File: src/inc/pfpp_map.svh
`ifndef PFPP_MAP_SVH
`define PFPP_MAP_SVH
`define PFPP_ACT_ADDR 2'h0
`define PFPP_ACT_DATA 2'h1
`define PFPP_ACT_CMD 2'h2
`define PFPP_ACT_IDLE 2'h3
`define PFPP_BS_LOW 2'h0
`define PFPP_BS_HIGH 2'h1
`define PFPP_BS_EXT 2'h2
`define PFPP_CMD_NOP 8'h00
`define PFPP_CMD_ERASE 8'h80
`define PFPP_CMD_WFLASH 8'h10
`define PFPP_ERASE_NS 10000
`define PFPP_PROG_NS 5000
`define PFPP_CLK_MHZ 200
`define PFPP_ERASE_CYC ((`PFPP_ERASE_NS * `PFPP_CLK_MHZ) / 1000)
`define PFPP_PROG_CYC ((`PFPP_PROG_NS * `PFPP_CLK_MHZ) / 1000)
`define PFPP_STROBE_CYC 2
`define PFPP_PAGE_WORDS 128
`endif

File: src/inc/pfpp_pkg.sv
package pfpp_pkg;
  typedef enum logic [1:0] {
    PFPP_OP_NONE,
    PFPP_OP_ERASE,
    PFPP_OP_PROG
  } pfpp_op_t;
  typedef struct packed {
    logic [1:0] act;
    logic [1:0] bsel;
    logic [7:0] data;
    logic [1:0] kind;
  } pfpp_req_t;
endpackage : pfpp_pkg

File: src/inc/pfpp_if.sv
`timescale 1ns/10ps
interface pfpp_if;
  logic action_select_hi;
  logic action_select_lo;
  logic byte_select_hi;
  logic byte_select_lo;
  logic [7:0] data;
  logic load_strobe;
  logic page_latch_strobe;
  logic write_n;
  logic ready_busy_n;
  modport dev (
    input action_select_hi, action_select_lo, byte_select_hi,
    input byte_select_lo, data, load_strobe, page_latch_strobe, write_n,
    output ready_busy_n
  );
  modport prog (
    output action_select_hi, action_select_lo, byte_select_hi,
    output byte_select_lo, data, load_strobe, page_latch_strobe, write_n,
    input ready_busy_n
  );
endinterface : pfpp_if

File: src/hw/pfpp_dev.sv
`timescale 1ns/10ps
`include "pfpp_map.svh"
// Function
// - Action 10 plus load strobe loads command
// - Action 00 plus load strobe loads address
// - Action 01 plus load strobe loads data
// - Device latches command on strobe rising edge
// - Command 8'h80 decodes as chip erase
// - Command 8'h10 decodes as write flash
// - Write pulse after erase starts erase, busy
// - Programmer waits ready before next command
// - Byte select 00 loads address bits 7:0
// - Byte select 01 loads address bits 15:8
// - Byte select 10 loads address bits 23:16
// - Low byte select picks data half
// - Page latch stores word at low address
// - Page buffer holds data for one program
// - Low bits word, upper bits select page
// - Write pulse with select 00 programs page
// - Programmer waits ready after page program
// - Programmer repeats address, data, latch per word
// - Programmer loads high addresses, programs page
// - Command and address retained across operations
module pfpp_dev #(
  parameter int PAGE_WORDS = `PFPP_PAGE_WORDS,
  parameter int ERASE_CYC = `PFPP_ERASE_CYC,
  parameter int PROG_CYC = `PFPP_PROG_CYC
) (
  input wire logic ref_clk,
  input wire logic rst_n,
  pfpp_if.dev link,
  output logic [23:0] mem_addr,
  output logic [15:0] mem_wdata,
  output logic mem_we,
  output logic mem_erase,
  output logic [7:0] cmd_out
);
  localparam int WB = $clog2(PAGE_WORDS);
  // Timer counts down; busy lasts the loaded count plus one cycle
  localparam int LONG = (ERASE_CYC > PROG_CYC) ? ERASE_CYC : PROG_CYC;
  localparam int CW = $clog2(LONG + 1);

  // One page of words, filled by latches and drained by a program
  logic [15:0] page_mem [PAGE_WORDS];
  logic load_d_reg, latch_d_reg, wr_d_reg;
  logic [7:0] cmd_reg, cmd_next;
  logic [23:0] addr_reg, addr_next;
  logic [7:0] dlo_reg, dlo_next, dhi_reg, dhi_next;
  pfpp_pkg::pfpp_op_t op_reg, op_next;
  logic [CW-1:0] cnt_reg, cnt_next;
  logic [WB-1:0] widx_reg, widx_next;
  logic [23:0] out_addr_reg, out_addr_next;
  logic [15:0] out_wdata_reg, out_wdata_next;
  logic out_we_reg, out_we_next, out_erase_reg, out_erase_next;
  logic load_rise, latch_rise, wr_fall, idle, page_wr;
  logic [1:0] act, bsel;

  // Saturating step keeps the timer from wrapping past zero
  function automatic logic [CW-1:0] count_down(input logic [CW-1:0] c);
    count_down = (c == '0) ? c : c - 1'b1;
  endfunction : count_down

  assign act = {link.action_select_hi, link.action_select_lo};
  assign bsel = {link.byte_select_hi, link.byte_select_lo};
  assign load_rise = link.load_strobe && !load_d_reg;
  assign latch_rise = link.page_latch_strobe && !latch_d_reg;
  // Write strobe is active low, so its start is a falling edge
  assign wr_fall = !link.write_n && wr_d_reg;
  assign idle = op_reg == pfpp_pkg::PFPP_OP_NONE;
  assign page_wr = latch_rise && link.byte_select_lo && idle;
  assign link.ready_busy_n = idle;
  // Outputs come from flops so the memory sees clean strobes
  assign mem_addr = out_addr_reg;
  assign mem_wdata = out_wdata_reg;
  assign mem_we = out_we_reg;
  assign mem_erase = out_erase_reg;
  assign cmd_out = cmd_reg;

  // Loads are ignored while busy, so a mid-operation address cannot move
  always_comb begin
    cmd_next = cmd_reg;
    addr_next = addr_reg;
    dlo_next = dlo_reg;
    dhi_next = dhi_reg;
    if (load_rise && op_reg == pfpp_pkg::PFPP_OP_NONE) begin
      case (act)
        `PFPP_ACT_CMD: cmd_next = link.data;
        `PFPP_ACT_ADDR: begin
          case (bsel)
            `PFPP_BS_LOW: addr_next[7:0] = link.data;
            `PFPP_BS_HIGH: addr_next[15:8] = link.data;
            `PFPP_BS_EXT: addr_next[23:16] = link.data;
            default: addr_next = addr_reg;
          endcase
        end
        `PFPP_ACT_DATA: begin
          if (link.byte_select_lo) begin
            dhi_next = link.data;
          end else begin
            dlo_next = link.data;
          end
        end
        default: cmd_next = cmd_reg;
      endcase
    end
  end

  always_comb begin
    op_next = op_reg;
    cnt_next = cnt_reg;
    widx_next = widx_reg;
    out_addr_next = out_addr_reg;
    out_wdata_next = out_wdata_reg;
    out_we_next = 1'b0;
    out_erase_next = 1'b0;
    case (op_reg)
      pfpp_pkg::PFPP_OP_NONE: begin
        // Writes with any other command, or write flash with another byte select, are dropped
        if (wr_fall && cmd_reg == `PFPP_CMD_ERASE) begin
          op_next = pfpp_pkg::PFPP_OP_ERASE;
          cnt_next = CW'(ERASE_CYC);
          out_erase_next = 1'b1;
        end else if (wr_fall && cmd_reg == `PFPP_CMD_WFLASH
                     && bsel == `PFPP_BS_LOW) begin
          op_next = pfpp_pkg::PFPP_OP_PROG;
          cnt_next = CW'(PROG_CYC);
          widx_next = '0;
        end
      end
      pfpp_pkg::PFPP_OP_PROG: begin
        // Whole page streams out in one operation
        // First word leaves on the cycle after the start
        out_we_next = (widx_reg != '0) || (cnt_reg == CW'(PROG_CYC));
        if (out_we_next) begin
          out_wdata_next = page_mem[widx_reg];
          out_addr_next = {addr_reg[23:WB], widx_reg};
          widx_next = widx_reg + 1'b1;
        end
        cnt_next = count_down(cnt_reg);
        if (cnt_reg == '0 && widx_reg == '0) begin
          op_next = pfpp_pkg::PFPP_OP_NONE;
        end
      end
      pfpp_pkg::PFPP_OP_ERASE: begin
        cnt_next = count_down(cnt_reg);
        if (cnt_reg == '0) begin
          op_next = pfpp_pkg::PFPP_OP_NONE;
        end
      end
      default: op_next = pfpp_pkg::PFPP_OP_NONE;
    endcase
  end

  // Edge samplers reset to the pins' idle levels: no false edge after reset
  always_ff @(posedge ref_clk) begin
    if (!rst_n) begin
      load_d_reg <= 1'b0;
      latch_d_reg <= 1'b0;
      wr_d_reg <= 1'b1;
    end else begin
      load_d_reg <= link.load_strobe;
      latch_d_reg <= link.page_latch_strobe;
      wr_d_reg <= link.write_n;
    end
  end

  always_ff @(posedge ref_clk) begin
    if (!rst_n) begin
      cmd_reg <= `PFPP_CMD_NOP;
      addr_reg <= '0;
      dlo_reg <= 8'hff;
      dhi_reg <= 8'hff;
    end else begin
      cmd_reg <= cmd_next;
      addr_reg <= addr_next;
      dlo_reg <= dlo_next;
      dhi_reg <= dhi_next;
    end
  end

  // Timer and drain state; outputs are registered for the memory
  always_ff @(posedge ref_clk) begin
    if (!rst_n) begin
      op_reg <= pfpp_pkg::PFPP_OP_NONE;
      cnt_reg <= '0;
      widx_reg <= '0;
      out_addr_reg <= '0;
      out_wdata_reg <= '0;
      out_we_reg <= 1'b0;
      out_erase_reg <= 1'b0;
    end else begin
      op_reg <= op_next;
      cnt_reg <= cnt_next;
      widx_reg <= widx_next;
      out_addr_reg <= out_addr_next;
      out_wdata_reg <= out_wdata_next;
      out_we_reg <= out_we_next;
      out_erase_reg <= out_erase_next;
    end
  end

  // No reset on the buffer; words never latched keep old data
  always_ff @(posedge ref_clk) begin
    if (page_wr) begin
      page_mem[addr_reg[WB-1:0]] <= {dhi_reg, dlo_reg};
    end
  end
endmodule : pfpp_dev

File: src/flat_wrapper.sv
// flat-port wrapper written by rule: the top's interface ports become plain ports
module pfpp_dev_flat 
#(
  parameter int PAGE_WORDS = `PFPP_PAGE_WORDS,
  parameter int ERASE_CYC = `PFPP_ERASE_CYC,
  parameter int PROG_CYC = `PFPP_PROG_CYC
)
  (ref_clk, rst_n, mem_addr, mem_wdata, mem_we, mem_erase, cmd_out, link_action_select_hi, link_action_select_lo, link_byte_select_hi, link_byte_select_lo, link_data, link_load_strobe, link_page_latch_strobe, link_write_n, link_ready_busy_n);
  pfpp_if link_i ();
  input wire logic ref_clk;
  input wire logic rst_n;
  output logic [23:0] mem_addr;
  output logic [15:0] mem_wdata;
  output logic mem_we;
  output logic mem_erase;
  output logic [7:0] cmd_out;
  input wire logic [$bits(link_i.action_select_hi)-1:0] link_action_select_hi;
  input wire logic [$bits(link_i.action_select_lo)-1:0] link_action_select_lo;
  input wire logic [$bits(link_i.byte_select_hi)-1:0] link_byte_select_hi;
  input wire logic [$bits(link_i.byte_select_lo)-1:0] link_byte_select_lo;
  input wire logic [$bits(link_i.data)-1:0] link_data;
  input wire logic [$bits(link_i.load_strobe)-1:0] link_load_strobe;
  input wire logic [$bits(link_i.page_latch_strobe)-1:0] link_page_latch_strobe;
  input wire logic [$bits(link_i.write_n)-1:0] link_write_n;
  output wire logic [$bits(link_i.ready_busy_n)-1:0] link_ready_busy_n;
  assign link_i.action_select_hi = link_action_select_hi;
  assign link_i.action_select_lo = link_action_select_lo;
  assign link_i.byte_select_hi = link_byte_select_hi;
  assign link_i.byte_select_lo = link_byte_select_lo;
  assign link_i.data = link_data;
  assign link_i.load_strobe = link_load_strobe;
  assign link_i.page_latch_strobe = link_page_latch_strobe;
  assign link_i.write_n = link_write_n;
  assign link_ready_busy_n = link_i.ready_busy_n;
  pfpp_dev #(.PAGE_WORDS(PAGE_WORDS), .ERASE_CYC(ERASE_CYC), .PROG_CYC(PROG_CYC)) u_core (.ref_clk(ref_clk), .rst_n(rst_n), .link(link_i), .mem_addr(mem_addr), .mem_wdata(mem_wdata), .mem_we(mem_we), .mem_erase(mem_erase), .cmd_out(cmd_out));
endmodule
File: config.mk
export PLATFORM = sky130hd
export DESIGN_NAME = pfpp_dev_flat
export DESIGN_NICKNAME = d
export VERILOG_FILES = /design/src/inc/pfpp_pkg.sv /design/src/inc/pfpp_if.sv /design/src/hw/pfpp_dev.sv /design/src/flat_wrapper.sv
export VERILOG_INCLUDE_DIRS = /design/src /design/src/inc
export SDC_FILE = /design/constraint.sdc
export NUM_CORES = 2
export LEC_CHECK = 0
export BUFFER_PORTS_ARGS = -buffer_cell sky130_fd_sc_hd__buf_4
export CORE_ASPECT_RATIO = 1.5
export CORE_UTILIZATION = 55
export DETAILED_ROUTE_END_ITERATION = 10
export PLACE_DENSITY = 0.71
export SYNTH_ARGS = -nofsm -noshare
export SYNTH_HDL_FRONTEND = slang
export SYNTH_SLANG_ARGS = --single-unit
export TNS_END_PERCENT = 1
File: constraint.sdc
create_clock -name ref_clk -period 5.15 [get_ports ref_clk]
set_clock_uncertainty 0.2 [all_clocks]
set_input_delay 1.03 -clock ref_clk [delete_from_list [all_inputs] [get_ports ref_clk]]
set_output_delay 1.03 -clock ref_clk [all_outputs]
set_load 0.005 [all_outputs]
==> results by group <==
GRT
  • Wire length of the first global-routing pass: just over 300 mm
  • Number of global-route vias before repair: ~43000
  • GRT Resource Usage Total: approximately 28%
  • Total grt overflow: 0
  • Maximum number of pins on one net before global-route repair: 90
  • Initial antenna violation count: 9

Route
  • Via total after detailed routing: 43100
  • Via-to-Cell Ratio: 6.47
  • Top Layer Used: met5
  • Metal-1 WL: 75.9 mm
  • Residual DRC: 0
  • Met2 wire len: 107 mm
  • DRT Wirelength: 213 mm
  • Met3 routed wirelength: 18.1 mm
  • Final antenna-violating net count: 0
  • DRT Pass-1 Iters: 6
  • DR iter-0 viols: 5732
  • Routed len/inst: 32.0 µm

Critical path
  • Type of the worst setup path: reg -> reg
  • Master of the slowest instance on the critical path: dfxtp_4
  • Register-to-register path setup slack: 1.16 ns
  • Critical Path Sink Type: register
  • Crit path max fanout: 47
  • Path depth of the worst reg2reg path: 7
  • Series of cell instances along the critical path: nor2b_4 > buf_12 > a22oi_1 > a31oi_1 > nand3_1 > a211oi_1 > a311oi_1
  • Startpoint of the worst setup timing path: u_core.widx_reg[3]
  • Data required time at the worst endpoint: 5.63 ns
  • End point of the critical path: u_core.mem_wdata[0]
  • Data arrival at the endpoint of the critical path: 4.47 ns
  • Startpoint types: register
  • Largest stage delay, worst path: 0.86 ns
  • Critical R2R Capture: u_core.mem_wdata[0]
  • Startpoint of the most critical register-to-register path: u_core.widx_reg[3]

Logic synthesis
  • Proportion of synthesized flip-flops having asynchronous set or reset: 0%
  • Leading post-synthesis cells by cell area: edfxtp_1, mux4_2, mux2i_1
  • Syn Inst Count: about 4200
  • Number of flip-flops and latches in the synthesized netlist: 2161
  • Post-synthesis instance area: 0.0840 mm²
  • Syn Area/Cell: 20.0 µm²
  • Proportion of synthesized chip area in sequential cells: 75.9%
  • Area share of the largest cell type after synthesis: about 73%
  • Most frequently used flop master after synthesis: edfxtp_1
  • Synthesized Nets: 4228
  • Number of warning messages in the yosys log: 0
  • Number of enable flip-flop cells after synthesis: approximately 2000
  • Most area-hungry cell type in the Yosys netlist: edfxtp_1
  • Yosys cell types: a little over 70

Clock network
  • Number of gates resized after cts: 0
  • Clk buf depth: 3
  • Buffer cell driving the clock tree root: clkbuf_16
  • Number of H-tree levels: 4
  • Clock-pin slew reported for the worst setup and hold paths after clock tree synthesis: around 0.070 ns
  • Cts bufs inserted: 185
  • Hold-fix buffer count after cts: 0
  • Post-CTS repair timing setup buffer count: 0
  • Clock net sink count: 2161
  • Clock latency reported for the late side of the worst-skew pair: 0.82 ns
  • TritonCTS clock tree: yes

Floorplanning
  • Vertical die dimension: a little under 500 µm
  • Effective utilization at floorplan: 55.4%
  • Row count: 175
  • I/O Pins: 68
  • Area of the core: 0.152 mm²
  • Area of the die: 0.154 mm²
  • Die W: 321 µm

Finish
  • Final #Nets: 4505
  • Flip-flop count of the largest register, all copies and words added: 2048
  • Ratio of cells with drive above 1 in the final layout: 22.3%
  • Fill cell count: 10400
  • P&R area growth vs syn: 11.7%
  • Post-route insts no fill: 6668
  • Finished layout cell area: between 0.09 and 0.1 mm²

Placement
  • HPWL after detailed placement: 131 mm
  • Standard cell area after detailed placement: between 0.08 and 0.09 mm²
  • Gpl congestion: about 0.95
  • Number of placed cells counting well taps: 6328
  • Number of I/O port buffers: 67

Timing
  • Number of setup violations in the final report: 0
  • Final Max Tran Viols: 0
  • Max Clock Freq: 0.250 GHz
  • Minimum period implied by the final worst setup slack: around 4 ns
  • Setup repair after global routing missed its margin: false
  • Hold Violations, Final: 0
  • Sum Neg Setup Slack: 0 ns
  • Transition time at the pin with the least slew margin: 1.22 ns
  • Portion of the clock cycle consumed by the worst path in the final layout: just under 80%
  • Headroom to the max-slew limit: 18.4%

Worst hold path
  • Worst Hold Launch: link_write_n
  • Kind of path behind the tightest hold check: in -> reg

Pwr
  • Peak ir drop on the vdd network: a little under 0.4 mV
  • Clock share of power: 41.7%
  • Cell area power density: between 300 and 400 mW/mm²
  • Switching share of total power: 19.5%
  • Comb pwr share: approximately 1.4%
  • Leakage power total: 28.1 nW
  • Switching power summed over all nets: 6.57 mW
  • Power share of the sequential group: between 50% and 60%
  • Internal Pwr Total: 27.1 mW

Job
  • Max-cap violations: 0

Outcome
  • Result of the run: complete, no violations
[cells in the final DEF (no fill, tap or decap), types with 13 or more instances in the layout]
master / count
nor3_1: 32
nor2_1: 187
bufinv_16: 16
mux4_1: 14
a22o_1: 26
nand2_1: 151
nand3_1: 27
dfxtp_1: 91
buf_4: 314
mux2_2: 23
nand4_1: 13
clkbuf_16: 196
dfxtp_4: 19
mux2i_1: 392
a22oi_1: 138
nor2b_1: 41
clkbuf_1: 36
buf_12: 17
o22ai_1: 23
a21oi_1: 65
edfxtp_1: 2048
a221oi_1: 42
nand3b_1: 17
mux4_2: 361
clkinv_2: 32
a31oi_1: 21
a21boi_0: 31
clkinv_1: 31
o21ai_0: 38
[metal layers]
metal,GRT usage (%),vias to the layer above
li1,-,17800
met1,35.0,22500
met2,46.6,2336
met3,5.03,488
met4,13.8,14
met5,0,-
[cell usage after synthesis (all sizes together) (4+ instances only)]
master,n
and2,11
nor3,32
o221ai,11
mux4,375
nor3b,5
a211oi,11
nand4,13
nand3b,17
clkbuf,105
inv,12
mux2i,392
mux2,23
a221oi,43
nor2,189
a22oi,138
nand4b,6
nand3,27
nand2,152
nor2b,45
dfxtp,113
o211ai,11
nand2b,5
o22ai,23
and3,4
a22o,26
xor2,5
or3b,5
o21ai,41
xnor2,5
edfxtp,2048
buf,136
nor4,15
a21oi,65
ha,8
a31oi,21
a21boi,33
[worst min path at each step]
stage / to / slack (ns) / cells after the start
final: u_core.wr_d_reg / 0.22 / 2
after global routing: u_core.wr_d_reg / 0.19 / 2
after CTS: u_core.wr_d_reg / 0.18 / 2
after detailed placement: u_core.mem_addr[17] / 0.26 / 2
after global placement: u_core.mem_addr[20] / 0.25 / 2
after floorplan: u_core.mem_addr[10] / 0.24 / 2
[through the flow]
| stage | power [mW] | hold slack, ns | utilization [%] | worst slack [ns] |
|---|---|---|---|---|
| 2_1_floorplan | 19.8 | 0.240 | - | 1.17 |
| 3_3_place_gp | 20.0 | 0.252 | 57.8 | 1.34 |
| 3_5_place_dp | 20.0 | 0.260 | 57.8 | 1.33 |
| 4_1_cts | 33.8 | 0.178 | 61.8 | 1.30 |
| 5_1_grt | 34.4 | 0.190 | 61.8 | 1.16 |
| 6_report | 33.7 | 0.225 | 61.8 | 1.16 |
[power by group through the flow]
stage	clock (mW)	combinational (mW)	sequential [mW]
after detailed placement	0	0.468	19.5
after global placement	0	0.453	19.5
after CTS	14.2	0.469	19.1
final	14.0	0.481	19.1
after floorplan	0	0.276	19.5
after global routing	14.8	0.511	19.1
[logic make-up (layout without fill, tap and decap cells)]
| family | Yosys count | after routing | share of synthesized area [%] |
|---|---|---|---|
| mux | 790 | 790 | 15.1 |
| xor+xnor | 10 | 10 | 0.104 |
| simple gates | 534 | 534 | 2.99 |
| compound gates | 447 | 447 | 3.80 |
| buf+inv | 253 | 680 | 2.03 |
| other cells | 0 | 3 | 0 |
| fa+ha+maj | 8 | 8 | 0.119 |
| flops | 2161 | 2161 | 75.9 |
[worst max-delay path: cells and delay by family, from the launching register on]
kind	cells	cell delay, ns
compound gates	4	1.36
buf+inv	1	0.34
flops	1	0.86
simple gates	2	0.97
[final cells by class]
cell class                 count  area (µm²)  share of cell area, %
tap                         2035        2550                   2.71
multi-input combinational   1789       18600                   19.8
timing repair buffer         331        2700                   2.87
inverter                      12        47.5                 0.0507
clock buffer                 243        5180                   5.52
sequential                  2161       63800                   68.0
antenna                        3        7.51                0.00800
clock inverter                94         903                  0.963
Note: power is estimated with default switching activity, not from simulation.
